==> config.mk <==
export PLATFORM = sky130hd
export DESIGN_NAME = vlan_stats
export DESIGN_NICKNAME = d
export VERILOG_FILES = /design/src/core/vlan_stats_pkg.sv /design/src/core/stats_dir.sv /design/src/core/vlan_stats.sv
export VERILOG_INCLUDE_DIRS = /design/src /design/src/core
export SDC_FILE = /design/constraint.sdc
export NUM_CORES = 2
export LEC_CHECK = 0
export BUFFER_PORTS_ARGS = -buffer_cell sky130_fd_sc_hd__buf_4
export CAP_MARGIN = 20
export CELL_PAD_IN_SITES_DETAIL_PLACEMENT = 0
export CELL_PAD_IN_SITES_GLOBAL_PLACEMENT = 1
export CORE_MARGIN = 2
export CORE_UTILIZATION = 30
export CTS_BUF_LIST = sky130_fd_sc_hd__clkbuf_16
export DETAILED_ROUTE_END_ITERATION = 6
export PLACE_DENSITY_LB_ADDON = 0.1
export SLEW_MARGIN = 0
export SYNTH_ARGS = -nofsm -noshare
export SYNTH_HDL_FRONTEND = slang
export SYNTH_SLANG_ARGS = --single-unit
export TNS_END_PERCENT = 1
==> constraint.sdc <==
create_clock -name CLK_SYS -period 8.18 [get_ports CLK_SYS]
set_clock_uncertainty 0.2 [all_clocks]
set_input_delay 0.409 -clock CLK_SYS [delete_from_list [all_inputs] [get_ports CLK_SYS]]
set_output_delay 0.409 -clock CLK_SYS [all_outputs]
set_load 0.03 [all_outputs]
==> src/core/vlan_stats_map.svh <==
/*
 Offsets, field positions, reset values and timing figures of the
 VLAN frame statistics block. Definitions only; included by the package.
*/
`ifndef VLAN_STATS_MAP_SVH
`define VLAN_STATS_MAP_SVH

// Register byte offsets and counter page numbers
`define OFS_CTRL      8'h00
`define OFS_SEL       8'h04
`define OFS_STATUS    8'h08
`define OFS_UPTIME    8'h0C
`define DIR_RX_PAGE   2'h1
`define DIR_TX_PAGE   2'h2

// Command bits of the control register
`define CMD_START     0
`define CMD_STOP      1
`define CMD_REFRESH   2
`define CMD_CLEAR     3

// Field positions
`define SEL_VID_LSB   0
`define SEL_PORT_LSB  16
`define STAT_RUN_BIT  0
`define STAT_VID_LSB  4
`define STAT_PORT_LSB 16

// Widths and reset values
`define VID_W         12
`define PORT_W        4
`define LEN_W         14
`define VID_DEF       12'h001
`define PORT_DEF      4'h0

// Counter slots of one direction
`define NCNT          11
`define IX_RATE       0
`define IX_BYTES      1
`define IX_MCAST      2
`define IX_BCAST      3
`define IX_B64        4
`define IX_GIANT      10

// Histogram bin bounds (upper bound of each bin, octets)
`define LEN_64        14'h0040
`define LEN_127       14'h007F
`define LEN_255       14'h00FF
`define LEN_511       14'h01FF
`define LEN_1023      14'h03FF
`define LEN_1518      14'h05EE
`define MAX_FRAME_DEF 14'h2400

// Rate window and clock
`define KB_BYTES      18'h0_03E8
`define RATE_WIN_MS   1000
`define CLK_KHZ       125000

`endif

==> src/core/vlan_stats_pkg.sv <==
/*
 Types and the saturating adder shared by the statistics block.
 Assumes the map header is on the include path.
*/
`include "vlan_stats_map.svh"

package vlan_stats_pkg;
	typedef logic [`NCNT-1:0][31:0] cnt_set_t;
	typedef logic [1:0][`NCNT-1:0][31:0] snap_t;

	function automatic logic [31:0] sat_add(input logic [31:0] a, input logic [31:0] b);
		logic [32:0] s;
		s = {1'b0, a} + {1'b0, b};
		return s[32] ? '1 : s[31:0];
	endfunction
endpackage

==> src/core/stats_dir.sv <==
/*
 One direction's counter set: bytes, rate, multicast, broadcast and the
 length histogram. Assumes frame inputs come from logic on the same clock.
*/
`timescale 1ns/1ns
`include "vlan_stats_map.svh"

module stats_dir #(
	parameter logic [`LEN_W-1:0] MAX_FRAME = `MAX_FRAME_DEF
) (
	input  wire logic                   clk,     // System clock
	input  wire logic                   nrst,    // Async reset, low
	input  wire logic                   eof,     // Frame end pulse
	input  wire logic                   match,   // Frame is on monitored VLAN and port
	input  wire logic [`LEN_W-1:0]      len,     // Frame length, octets
	input  wire logic                   mcast,   // Multicast destination
	input  wire logic                   bcast,   // Broadcast destination
	input  wire logic                   err,     // Errored frame
	input  wire logic                   clear,   // Zero all counters
	input  wire logic                   tick,    // One rate window elapsed
	output vlan_stats_pkg::cnt_set_t    cnt_o    // Live counters
);
	import vlan_stats_pkg::*;

	typedef struct packed {
		cnt_set_t    cnt;
		logic [31:0] kb;
		logic [17:0] rem;
	} dir_st_t;

	dir_st_t s_r;
	dir_st_t s_nxt;

	always_comb begin
		s_nxt = s_r;
		// One kilobyte drained per cycle; a frame always lasts longer than that
		if (s_nxt.rem >= `KB_BYTES) begin
			s_nxt.rem = s_nxt.rem - `KB_BYTES;
			s_nxt.kb  = sat_add(s_nxt.kb, 32'h0000_0001);
		end
		if (tick) begin
			s_nxt.cnt[`IX_RATE] = s_nxt.kb;
			s_nxt.kb            = '0;
		end
		if (eof && match) begin
			s_nxt.cnt[`IX_BYTES] = sat_add(s_nxt.cnt[`IX_BYTES], 32'(len));
			s_nxt.rem            = s_nxt.rem + 18'(len);
			if (mcast && !err)
				s_nxt.cnt[`IX_MCAST] = sat_add(s_nxt.cnt[`IX_MCAST], 32'h0000_0001);
			if (bcast && !err)
				s_nxt.cnt[`IX_BCAST] = sat_add(s_nxt.cnt[`IX_BCAST], 32'h0000_0001);
			if (len == `LEN_64)
				s_nxt.cnt[4] = sat_add(s_nxt.cnt[4], 32'h0000_0001);
			else if (len > `LEN_64 && len <= `LEN_127)
				s_nxt.cnt[5] = sat_add(s_nxt.cnt[5], 32'h0000_0001);
			else if (len > `LEN_127 && len <= `LEN_255)
				s_nxt.cnt[6] = sat_add(s_nxt.cnt[6], 32'h0000_0001);
			else if (len > `LEN_255 && len <= `LEN_511)
				s_nxt.cnt[7] = sat_add(s_nxt.cnt[7], 32'h0000_0001);
			else if (len > `LEN_511 && len <= `LEN_1023)
				s_nxt.cnt[8] = sat_add(s_nxt.cnt[8], 32'h0000_0001);
			else if (len > `LEN_1023 && len <= `LEN_1518)
				s_nxt.cnt[9] = sat_add(s_nxt.cnt[9], 32'h0000_0001);
			else if (len > `LEN_1518 && len <= MAX_FRAME)
				s_nxt.cnt[`IX_GIANT] = sat_add(s_nxt.cnt[`IX_GIANT], 32'h0000_0001);
		end
		// Clear beats a frame ending in the same cycle
		if (clear)
			s_nxt = '0;
	end

	always_ff @(posedge clk or negedge nrst) begin
		if (!nrst)
			s_r <= '0;
		else
			s_r <= s_nxt;
	end

	assign cnt_o = s_r.cnt;

	rate_load_a: assert property (@(posedge clk) disable iff (!nrst)
		tick && !clear |=> s_r.cnt[`IX_RATE] == $past(s_r.kb) + {31'h0, $past(s_r.rem) >= `KB_BYTES}
			|| $past(s_r.kb) == '1)
		else $error("rate not loaded from window count");
endmodule

==> src/core/vlan_stats.sv <==
/*
 VLAN frame statistics collector with a classic Wishbone register slave.
 Assumes RX and TX frame-end strobes come from logic on CLK_SYS.
*/
// The placing of the registers and the Wishbone interface to the registers were left to the implementer.
// How it works
// Start arms counting of matching VLAN and port frames, RX and TX apart.
// Stop, refresh and clear only act while collection runs.
// Stop halts collection and returns VLAN and port to defaults.
// Refresh copies live counters into the readable snapshot.
// Clear zeroes every counter of the monitored port.
// Bytes of matching frames are summed per direction.
// Kilobytes per second are kept per direction.
// Good multicast frames are counted per direction, errored ones not.
// Good broadcast frames are counted per direction, errored ones not.
// Frames of exactly 64 octets bump the first bin, errors included.
// Frames of 65 to 127 octets bump their bin, errors included.
// Frames of 128 to 255 octets bump their bin, errors included.
// Frames of 256 to 511 octets bump their bin, errors included.
// Frames of 512 to 1023 octets bump their bin, errors included.
// Frames of 1024 to 1518 octets bump their bin, errors included.
// Frames of 1519 up to the maximum bump the giant bin.
// Seconds since reset are counted and readable.
// Counters saturate at all ones until clear or start.
`timescale 1ns/1ns
`include "vlan_stats_map.svh"

module vlan_stats #(
	parameter logic [31:0]        SEC_CYCLES = 32'(`RATE_WIN_MS * `CLK_KHZ),
	parameter logic [`LEN_W-1:0]  MAX_FRAME  = `MAX_FRAME_DEF
) (
	input  wire logic                 CLK_SYS,   // System clock, 125 MHz
	input  wire logic                 NRST,      // Async reset, low
	input  wire logic                 WB_CYC,    // Wishbone cycle
	input  wire logic                 WB_STB,    // Wishbone strobe
	input  wire logic                 WB_WE,     // Wishbone write
	input  wire logic [7:0]           WB_ADR,    // Byte address
	input  wire logic [3:0]           WB_SEL,    // Byte enables
	input  wire logic [31:0]          WB_DAT_I,  // Write data
	output logic      [31:0]          WB_DAT_O,  // Read data
	output logic                      WB_ACK,    // Acknowledge
	input  wire logic                 RX_EOF,    // RX frame end pulse
	input  wire logic [`LEN_W-1:0]    RX_LEN,    // RX frame length
	input  wire logic [`VID_W-1:0]    RX_VID,    // RX frame VLAN id
	input  wire logic [`PORT_W-1:0]   RX_PORT,   // RX uplink port
	input  wire logic                 RX_MCAST,  // RX multicast
	input  wire logic                 RX_BCAST,  // RX broadcast
	input  wire logic                 RX_ERR,    // RX errored
	input  wire logic                 TX_EOF,    // TX frame end pulse
	input  wire logic [`LEN_W-1:0]    TX_LEN,    // TX frame length
	input  wire logic [`VID_W-1:0]    TX_VID,    // TX frame VLAN id
	input  wire logic [`PORT_W-1:0]   TX_PORT,   // TX uplink port
	input  wire logic                 TX_MCAST,  // TX multicast
	input  wire logic                 TX_BCAST,  // TX broadcast
	input  wire logic                 TX_ERR,    // TX errored
	output logic                      RUNNING    // Collection active
);
	import vlan_stats_pkg::*;

	typedef struct packed {
		logic                running;
		logic [`VID_W-1:0]   sel_vid;
		logic [`PORT_W-1:0]  sel_port;
		logic [`VID_W-1:0]   act_vid;
		logic [`PORT_W-1:0]  act_port;
		logic                ack;
		logic [31:0]         rdata;
		logic                clear;
		logic [31:0]         presc;
		logic                tick;
		logic [31:0]         up_sec;
		snap_t               snap;
	} top_st_t;

	top_st_t st_r;
	top_st_t st_nxt;

	logic [1:0]               eof_w;
	logic [1:0][`LEN_W-1:0]   len_w;
	logic [1:0][`VID_W-1:0]   vid_w;
	logic [1:0][`PORT_W-1:0]  port_w;
	logic [1:0]               mc_w;
	logic [1:0]               bc_w;
	logic [1:0]               err_w;
	logic [1:0]               match_w;
	snap_t                    cnt_w;

	assign eof_w  = {TX_EOF, RX_EOF};
	assign len_w  = {TX_LEN, RX_LEN};
	assign vid_w  = {TX_VID, RX_VID};
	assign port_w = {TX_PORT, RX_PORT};
	assign mc_w   = {TX_MCAST, RX_MCAST};
	assign bc_w   = {TX_BCAST, RX_BCAST};
	assign err_w  = {TX_ERR, RX_ERR};

	genvar d;
	generate
		for (d = 0; d < 2; d++) begin : g_dir
			// Only frames on the armed VLAN and port reach the counters
			assign match_w[d] = st_r.running && vid_w[d] == st_r.act_vid
				&& port_w[d] == st_r.act_port;

			stats_dir #(
				.MAX_FRAME (MAX_FRAME)
			) u_dir (
				.clk   (CLK_SYS),
				.nrst  (NRST),
				.eof   (eof_w[d]),
				.match (match_w[d]),
				.len   (len_w[d]),
				.mcast (mc_w[d]),
				.bcast (bc_w[d]),
				.err   (err_w[d]),
				.clear (st_r.clear),
				.tick  (st_r.tick),
				.cnt_o (cnt_w[d])
			);

			bin_64_a: assert property (@(posedge CLK_SYS) disable iff (!NRST)
				eof_w[d] && match_w[d] && len_w[d] == `LEN_64 && !st_r.clear
				|=> cnt_w[d][`IX_B64] == $past(cnt_w[d][`IX_B64]) + 32'h0000_0001
					|| $past(cnt_w[d][`IX_B64]) == '1)
				else $error("64-octet bin missed a frame");

			bin_65_a: assert property (@(posedge CLK_SYS) disable iff (!NRST)
				eof_w[d] && match_w[d] && len_w[d] > `LEN_64 && len_w[d] <= `LEN_127
				&& err_w[d] && !st_r.clear
				&& cnt_w[d][5] != '1
				|=> cnt_w[d][5] == $past(cnt_w[d][5]) + 32'h0000_0001)
				else $error("65-127 bin missed an errored frame");

			bin_128_a: assert property (@(posedge CLK_SYS) disable iff (!NRST)
				eof_w[d] && match_w[d] && len_w[d] > `LEN_127 && len_w[d] <= `LEN_255
				&& !st_r.clear && cnt_w[d][6] != '1
				|=> cnt_w[d][6] == $past(cnt_w[d][6]) + 32'h0000_0001)
				else $error("128-255 bin missed a frame");

			bin_256_a: assert property (@(posedge CLK_SYS) disable iff (!NRST)
				eof_w[d] && match_w[d] && len_w[d] > `LEN_255 && len_w[d] <= `LEN_511
				&& !st_r.clear && cnt_w[d][7] != '1
				|=> cnt_w[d][7] == $past(cnt_w[d][7]) + 32'h0000_0001)
				else $error("256-511 bin missed a frame");

			bin_512_a: assert property (@(posedge CLK_SYS) disable iff (!NRST)
				eof_w[d] && match_w[d] && len_w[d] > `LEN_511 && len_w[d] <= `LEN_1023
				&& !st_r.clear && cnt_w[d][8] != '1
				|=> cnt_w[d][8] == $past(cnt_w[d][8]) + 32'h0000_0001)
				else $error("512-1023 bin missed a frame");

			bin_1024_a: assert property (@(posedge CLK_SYS) disable iff (!NRST)
				eof_w[d] && match_w[d] && len_w[d] > `LEN_1023 && len_w[d] <= `LEN_1518
				&& !st_r.clear && cnt_w[d][9] != '1
				|=> cnt_w[d][9] == $past(cnt_w[d][9]) + 32'h0000_0001)
				else $error("1024-1518 bin missed a frame");

			no_bin_a: assert property (@(posedge CLK_SYS) disable iff (!NRST)
				eof_w[d] && match_w[d] && (len_w[d] < `LEN_64 || len_w[d] > MAX_FRAME)
				&& !st_r.clear
				|=> cnt_w[d][`IX_GIANT:`IX_B64] == $past(cnt_w[d][`IX_GIANT:`IX_B64]))
				else $error("out-of-range frame landed in a bin");

			giant_bin_a: assert property (@(posedge CLK_SYS) disable iff (!NRST)
				eof_w[d] && match_w[d] && len_w[d] == 14'h05EF && !st_r.clear
				&& cnt_w[d][`IX_GIANT] != '1
				|=> cnt_w[d][`IX_GIANT] == $past(cnt_w[d][`IX_GIANT]) + 32'h0000_0001
					&& cnt_w[d][9] == $past(cnt_w[d][9]))
				else $error("1519-octet frame not in giant bin");

			mcast_good_a: assert property (@(posedge CLK_SYS) disable iff (!NRST)
				eof_w[d] && err_w[d] && !st_r.clear
				|=> cnt_w[d][`IX_MCAST] == $past(cnt_w[d][`IX_MCAST]))
				else $error("errored frame counted as multicast");

			bcast_good_a: assert property (@(posedge CLK_SYS) disable iff (!NRST)
				eof_w[d] && match_w[d] && bc_w[d] && !err_w[d] && !st_r.clear
				&& cnt_w[d][`IX_BCAST] != '1
				|=> cnt_w[d][`IX_BCAST] == $past(cnt_w[d][`IX_BCAST]) + 32'h0000_0001)
				else $error("good broadcast not counted");

			byte_sum_a: assert property (@(posedge CLK_SYS) disable iff (!NRST)
				eof_w[d] && match_w[d] && !st_r.clear
				|=> cnt_w[d][`IX_BYTES] == sat_add($past(cnt_w[d][`IX_BYTES]),
					32'($past(len_w[d]))))
				else $error("byte count wrong");

			no_match_a: assert property (@(posedge CLK_SYS) disable iff (!NRST)
				!st_r.running && !st_r.clear
				|=> cnt_w[d][`IX_BYTES] == $past(cnt_w[d][`IX_BYTES]))
				else $error("bytes counted while stopped");

			sat_hold_a: assert property (@(posedge CLK_SYS) disable iff (!NRST)
				cnt_w[d][`IX_BYTES] == '1 && !st_r.clear |=> cnt_w[d][`IX_BYTES] == '1)
				else $error("byte counter wrapped");

			clear_zero_a: assert property (@(posedge CLK_SYS) disable iff (!NRST)
				st_r.clear |=> cnt_w[d] == '0)
				else $error("clear left a counter nonzero");
		end
	endgenerate

	logic        wb_req;
	logic        ctl_wr;
	logic [1:0]  page;
	logic [3:0]  slot;

	assign wb_req = WB_CYC && WB_STB && !st_r.ack;
	assign ctl_wr = wb_req && WB_WE && WB_ADR == `OFS_CTRL && WB_SEL[0];
	assign page   = WB_ADR[7:6];
	assign slot   = WB_ADR[5:2];

	always_comb begin
		st_nxt       = st_r;
		st_nxt.ack   = 1'b0;
		st_nxt.clear = 1'b0;
		st_nxt.tick  = 1'b0;

		// Uptime and rate window share one prescaler
		if (st_r.presc >= SEC_CYCLES - 32'h0000_0001) begin
			st_nxt.presc  = '0;
			st_nxt.tick   = 1'b1;
			st_nxt.up_sec = sat_add(st_r.up_sec, 32'h0000_0001);
		end else begin
			st_nxt.presc = st_r.presc + 32'h0000_0001;
		end

		if (wb_req) begin
			st_nxt.ack   = 1'b1;
			st_nxt.rdata = '0;
			if (WB_WE) begin
				if (WB_ADR == `OFS_SEL) begin
					if (WB_SEL[0])
						st_nxt.sel_vid[7:0] = WB_DAT_I[7:0];
					if (WB_SEL[1])
						st_nxt.sel_vid[`VID_W-1:8] = WB_DAT_I[`VID_W-1:8];
					if (WB_SEL[2])
						st_nxt.sel_port = WB_DAT_I[`SEL_PORT_LSB +: `PORT_W];
				end
			end else begin
				unique case (WB_ADR)
					`OFS_SEL: begin
						st_nxt.rdata[`SEL_VID_LSB +: `VID_W]   = st_r.sel_vid;
						st_nxt.rdata[`SEL_PORT_LSB +: `PORT_W] = st_r.sel_port;
					end
					`OFS_STATUS: begin
						st_nxt.rdata[`STAT_RUN_BIT]             = st_r.running;
						st_nxt.rdata[`STAT_VID_LSB +: `VID_W]   = st_r.act_vid;
						st_nxt.rdata[`STAT_PORT_LSB +: `PORT_W] = st_r.act_port;
					end
					`OFS_UPTIME:
						st_nxt.rdata = st_r.up_sec;
					default: begin
						// Counter pages; unmapped words read zero
						if ((page == `DIR_RX_PAGE || page == `DIR_TX_PAGE)
							&& slot < 4'(`NCNT))
							st_nxt.rdata = st_r.snap[page[1]][slot];
					end
				endcase
			end
		end

		if (ctl_wr) begin
			if (WB_DAT_I[`CMD_START]) begin
				// A new start arms the staged selection and restarts counts
				st_nxt.running  = 1'b1;
				st_nxt.act_vid  = st_r.sel_vid;
				st_nxt.act_port = st_r.sel_port;
				st_nxt.clear    = 1'b1;
				st_nxt.snap     = '0;
			end else if (st_r.running) begin
				if (WB_DAT_I[`CMD_STOP]) begin
					st_nxt.running  = 1'b0;
					st_nxt.act_vid  = `VID_DEF;
					st_nxt.act_port = `PORT_DEF;
					st_nxt.sel_vid  = `VID_DEF;
					st_nxt.sel_port = `PORT_DEF;
				end else if (WB_DAT_I[`CMD_CLEAR]) begin
					st_nxt.clear = 1'b1;
					st_nxt.snap  = '0;
				end else if (WB_DAT_I[`CMD_REFRESH]) begin
					st_nxt.snap = cnt_w;
				end
			end
		end
	end

	always_ff @(posedge CLK_SYS or negedge NRST) begin
		if (!NRST) begin
			st_r          <= '0;
			st_r.sel_vid  <= `VID_DEF;
			st_r.act_vid  <= `VID_DEF;
			st_r.sel_port <= `PORT_DEF;
			st_r.act_port <= `PORT_DEF;
		end else begin
			st_r <= st_nxt;
		end
	end

	assign WB_DAT_O = st_r.rdata;
	assign WB_ACK   = st_r.ack;
	assign RUNNING  = st_r.running;

	idle_cmd_a: assert property (@(posedge CLK_SYS) disable iff (!NRST)
		!st_r.running && ctl_wr && !WB_DAT_I[`CMD_START]
		|=> !st_r.running && !st_r.clear && $stable(st_r.snap))
		else $error("command acted while idle");

	stop_dflt_a: assert property (@(posedge CLK_SYS) disable iff (!NRST)
		st_r.running && ctl_wr && !WB_DAT_I[`CMD_START] && WB_DAT_I[`CMD_STOP]
		|=> !st_r.running && st_r.act_vid == `VID_DEF && st_r.act_port == `PORT_DEF
			&& st_r.sel_vid == `VID_DEF)
		else $error("stop did not restore defaults");

	refresh_copy_a: assert property (@(posedge CLK_SYS) disable iff (!NRST)
		st_r.running && ctl_wr && WB_DAT_I[3:0] == 4'h4
		|=> st_r.snap == $past(cnt_w))
		else $error("refresh did not take live counters");

	start_arm_a: assert property (@(posedge CLK_SYS) disable iff (!NRST)
		ctl_wr && WB_DAT_I[`CMD_START]
		|=> st_r.running && st_r.clear && st_r.act_vid == $past(st_r.sel_vid))
		else $error("start did not arm selection");

	uptime_step_a: assert property (@(posedge CLK_SYS) disable iff (!NRST)
		st_r.tick |-> st_r.up_sec == $past(st_r.up_sec) + 32'h0000_0001
			|| st_r.up_sec == '1)
		else $error("uptime did not advance on tick");

	ack_one_a: assert property (@(posedge CLK_SYS) disable iff (!NRST)
		WB_CYC && WB_STB && !WB_ACK |=> WB_ACK ##1 !WB_ACK)
		else $error("ack not a single cycle after request");

	ack_idle_a: assert property (@(posedge CLK_SYS) disable iff (!NRST)
		!(WB_CYC && WB_STB) |=> !WB_ACK)
		else $error("ack without a request");

	sel_write_a: assert property (@(posedge CLK_SYS) disable iff (!NRST)
		wb_req && WB_WE && WB_ADR == `OFS_SEL && WB_SEL == 4'hF
		|=> st_r.sel_vid == $past(WB_DAT_I[`SEL_VID_LSB +: `VID_W])
			&& st_r.sel_port == $past(WB_DAT_I[`SEL_PORT_LSB +: `PORT_W]))
		else $error("selection write not stored");

	run_hold_a: assert property (@(posedge CLK_SYS) disable iff (!NRST)
		!ctl_wr |=> $stable(st_r.running))
		else $error("running changed without a command");
endmodule

# Word-level counts from Yosys, hierarchy flattened
# Cells that the tools add are included.
[totals]
in_bits = 117
reg_bits = 1640
word_cells = 319
[op_classes]
n_eq_ne = 24
n_mux = 100
addsub = 28
reduce_logical = 78
order_cmp = 30
[op_table]
columns = ["operator", "n"]
rows = [
  ["$mux W704", 5],
  ["$mux W32", 48],
  ["$mux W402", 2],
  ["$mux W352", 2],
  ["$add A32 B1 Y33 const B", 21],
  ["$mux W320", 2],
  ["$mux W192", 2],
  ["$mux W160", 2],
  ["$mux W128", 2],
  ["$mux W64", 4],
  ["$mux W96", 2],
  ["$mux W33", 4],
  ["$bmux W32 S4", 1],
  ["$mux W50", 2],
  ["$mux W16", 5],
  ["$add A32 B14 Y33", 2],
  ["$gt A14 B7 Y1 const B", 4],
  ["$reduce_bool A2 Y1", 23],
  ["$add A18 B14 Y18", 2],
  ["$ge A18 B10 Y1 const B", 2],
  ["$mux W18", 2],
  ["$sub A18 B10 Y18 const B", 2],
  ["$add A32 B1 Y32 const B", 1],
  ["$ge A32 B27 Y1 const B", 1],
  ["other kinds (42)", 117],
]

# Logic depth before layout (Yosys ltp)
[logic_depth]
word_depth = 11
depth_mapped = 16
ltp_nobuf = 14

# Cells and area by module
# Synthesis repeated with hierarchy kept, for this count alone.
[unflattened]
cells_unflattened = 8745
area_unflattened_um2 = 87515.2
[by_module_without_submodules]
columns = ["module", "cells_each", "instances", "area_per_inst_um2"]
rows = [
  ["vlan_stats", 2928, 1, 37235.7],
  ["stats_dir (g_dir[0].u_dir)", 2912, 1, 25160.4],
  ["stats_dir (g_dir[1].u_dir)", 2905, 1, 25119.1],
]

# Worst setup path before layout
# OpenSTA, ideal clock, no wires.
[synth_timing]
kind = "flip-flop to flip-flop"
start = "register g_dir[1].u_dir.s_r[12] (netlist name)"
end = "register g_dir[1].u_dir.s_r[17] (netlist name)"
arrival_time_ns = 3.814
setup_slack_ns = 4.099
required_time_ns = 7.912
stages_incl_launch_ff = 16
path_cell_list = "dfrtp_1 nor4_1 o2111ai_2 or2_2 clkbuf_1 nor2_1 a21oi_1 ha_1 o211ai_1 o21ai_1 o211ai_1 a21oi_1 a221oi_1 or4_1 a2111oi_0 a41o_1"
[synth_lines]
columns = ["element", "line_no", "text"]
rows = [
  ["start, declared", "stats_dir.sv:31", "dir_st_t s_r;"],
  ["start signal, assigned", "stats_dir.sv:76", "s_r <= s_nxt;"],
]

==> results by group <==
Power and ir drop
  • Pwr dens: 198.4 mW/mm^2
  • Leak: 40.68 nW
  • Total Power: 0.01882 W
  • VDD IR max: 0.1643 mV

Critical path
  • Maximum fanout along the worst path: 9
  • Crit start category: flop
  • CP arrival: 5.79 ns
  • Setup CP Type: reg -> reg
  • CP required: 8.71 ns
  • Critical Path End Type: flop

Yosys
  • Synth top area cells: dfrtp_1, a22o_1, nor2_1
  • Synth Cell Area: 0.08312 mm^2
  • Synthesis warning total: 0
  • EDFF count, synth: 0
  • Commonest cells in the synthesized netlist: dfrtp_1, nor2_1, a22o_1
  • Synth top area share: 49.31%
  • Sequential area share after synthesis: 49.37%
  • Synth Area per Inst: 10.03 um^2
  • Top_reg_cell synth: dfrtp_1
  • Area leader, netlist: dfrtp_1
  • Post-synth ARST share: 100.0%
  • Post-Syn Instances: 8287
  • Synth unique cells: 100
  • Most frequent cell after synthesis: dfrtp_1
  • Synth Register Bits: 1640

Timing
  • Final Max Slew Viols: 0
  • Final Cycle Share: 64.34%
  • Max-slew headroom: 25.91%
  • Final Hold Vio Count: 0
  • Min Clock Period, post-route: 5.263 ns
  • Max Clock Freq: 190.0 MHz
  • RSZ-0062 raised after global routing: false
  • Hold slack: 0.07270 ns
  • Setup TNS: 0 ns
  • Setup Viol. Count Final: 0
  • Slew @ Worst Pin: 1.109 ns

GRT
  • GRT Residual Overflow: 0
  • Initial antenna violation count: 16
  • Number of global-route vias before repair: 65420
  • Pin count of the biggest net entering global routing: 163
  • GRT Total Usage: 21.25%
  • First-pass GRT wire length: 454200 um

Floorplan
  • Die Area: 0.2813 mm^2
  • Die Wd: 530.4 um
  • Initial Utilization: 30.12%
  • Placement Rows: 193
  • Core area: 0.2760 mm^2
  • Die height: 530.4 um
  • I/O pins: 151

Clock network
  • Post-CTS setup buffer count: 0
  • CTS max path bufs: 4
  • H-tree depth: 4
  • Clk slew on worst S/H paths: 0.06 ns
  • Cts bufs inserted: 205
  • Clock root buffer: clkbuf_16
  • CTS sink cnt: 1640
  • Insertion delay to the later sink of the worst-skew pair: 0.89 ns
  • Post-CTS Resized: 0
  • CTS tree: done

Routing
  • DR DRC count: 0
  • WL/cell: 25.08 um
  • Detail Route Antenna Nets: 0
  • Via-to-Cell Ratio: 5.567
  • 1st-iter DRT viols: 5597
  • Total number of vias: 67530
  • DR pass1 iterations: 5
  • Final WL: 304300 um

Cells and area
  • Nets@finish: 8463
  • Share of cells above drive strength 1: 9.489%
  • P&R area growth vs syn: 14.11%
  • Fillers: 27770

Placed design
  • GP Congestion: 0.8347
  • Input/output buffers: 133
  • Dpl hpwl: 208300 um

Worst hold path
  • Worst hold path class: in -> reg

Outcome
  • Status: complete, no violations

Flow run
  • Maxcap violations: 0
-- critical path, cell delays in order (launching register included) --
cell and delay [ns]:
dfrtp_1 0.41, or3_1 0.43, nor4_2 0.59, nand3_1 0.71, a21oi_1 0.47, ha_1 0.32
a21oi_1 0.19, a31oi_1 0.13, o21a_1 0.23, o21ai_0 0.23, a21oi_1 0.16, a2111oi_0 0.39
dlygate4sd3_1 0.60, o21ai_0 0.09
-- logic make-up after synthesis --
family / after synthesis / synth area share (%)
xor gates and xnor gates: 174 / 1.833
and+or+nand+nor: 2929 / 17.24
adders and majority gates: 91 / 1.406
other: 1 / 0.004511
AOI/OAI and AO/OA: 2435 / 20.94
muxes: 304 / 5.602
buffers and inverters: 713 / 3.597
DFF: 1640 / 49.37
-- per-layer routing --
metal  vias up  global-route usage (%)  wire length, um
li1      31180                       -                -
met1     34500                   31.15           146000
met2      1503                   32.60           136200
met3       349                   2.488            12890
met4         0                   6.433             9208
met5         -                       0                0
-- metrics by stage --
stage                     setup slack (ns)  area (um^2)  instances  util (%)
after floorplan                      4.099        83140       8291         -
after global placement               2.729        87630      11670     31.75
after detailed placement             2.648        87650      11670     31.75
after CTS                            2.939        94780      12120     34.34
after global routing                 2.598        94840      12130     34.36
final                                2.917        94850      12130     34.36
-- layout make-up --
type / count / area (um^2) / area share [%]
Inverter: 131 / 491.7 / 0.5184
Sequential cell: 1640 / 41050 / 43.28
Clock inverter: 160 / 1049 / 1.105
Antenna cell: 6 / 15.01 / 0.01583
Clock buffer: 212 / 5305 / 5.593
Timing Repair Buffer: 339 / 3083 / 3.250
Tap cell: 3705 / 4636 / 4.887
Multi-Input combinational cell: 5938 / 39220 / 41.35
-- what timing repair did --
item	in CTS	in global routing
hold buffers	76	0
endpoints found under the setup margin	0	0
endpoints found under the hold margin	640	0
-- flip-flops by register name (all words and copies together), names as in the netlist --
signal / cells
g_dir.u_dir.cnt_o: 704
RUNNING: 1
WB_DAT_O: 32
WB_ACK: 1
st_r: 802
g_dir.u_dir.s_r: 100
-- layout by cell type, fill, tap and decap left out, drive strengths merged, types with 21 or more instances in the layout --
cell            n
o211ai         31
o21a           52
mux4          128
and3          207
dlygate4sd3    75
a41o           22
o21ai         310
nor2b          35
nand2         627
xnor2          81
a311oi        168
nor4           70
mux2i         166
and4           63
clkbuf        212
nor3          325
nor3b          26
or3            34
nand3         356
a21oi         527
clkinv         95
a41oi          29
dfrtp        1638
a21o           37
buf           264
a211oi        248
inv           178
and2           63
ha             87
o22ai          23
o21bai         21
nand2b         28
nand4         124
nor2          897
a31oi         112
xor2           93
a22o          720
-- final timing paths --
kind                                                             end  slack [ns]                            startpoint  cells past startpoint
max in group asynchronous       g_dir[0].u_dir.cnt_o[94]$_DFFE_PN0P_        6.08                                  NRST                      4
worst max-delay path                g_dir[0].u_dir.s_r[13]$_DFF_PN0_        2.92      g_dir[0].u_dir.s_r[10]$_DFF_PN0_                     13
min in group asynchronous                        st_r[758]$_DFF_PN0_        0.09                                  NRST                      3
worst min register to register  g_dir[0].u_dir.cnt_o[24]$_DFFE_PN0P_        0.28  g_dir[0].u_dir.cnt_o[24]$_DFFE_PN0P_                      1
worst max register to register      g_dir[0].u_dir.s_r[13]$_DFF_PN0_        2.92      g_dir[0].u_dir.s_r[10]$_DFF_PN0_                     13
worst min-delay path                 g_dir[0].u_dir.s_r[9]$_DFF_PN0_        0.07                             RX_LEN[9]                      4
-- where the power goes --
group | internal, W | switching (W) | leakage (nW)
combinational | 0.000625 | 0.00104 | 14.6
clock | 0.00504 | 0.00380 | 3.31
sequential | 0.00822 | 0.000109 | 22.7
Note: power is estimated with default switching activity, not from simulation.
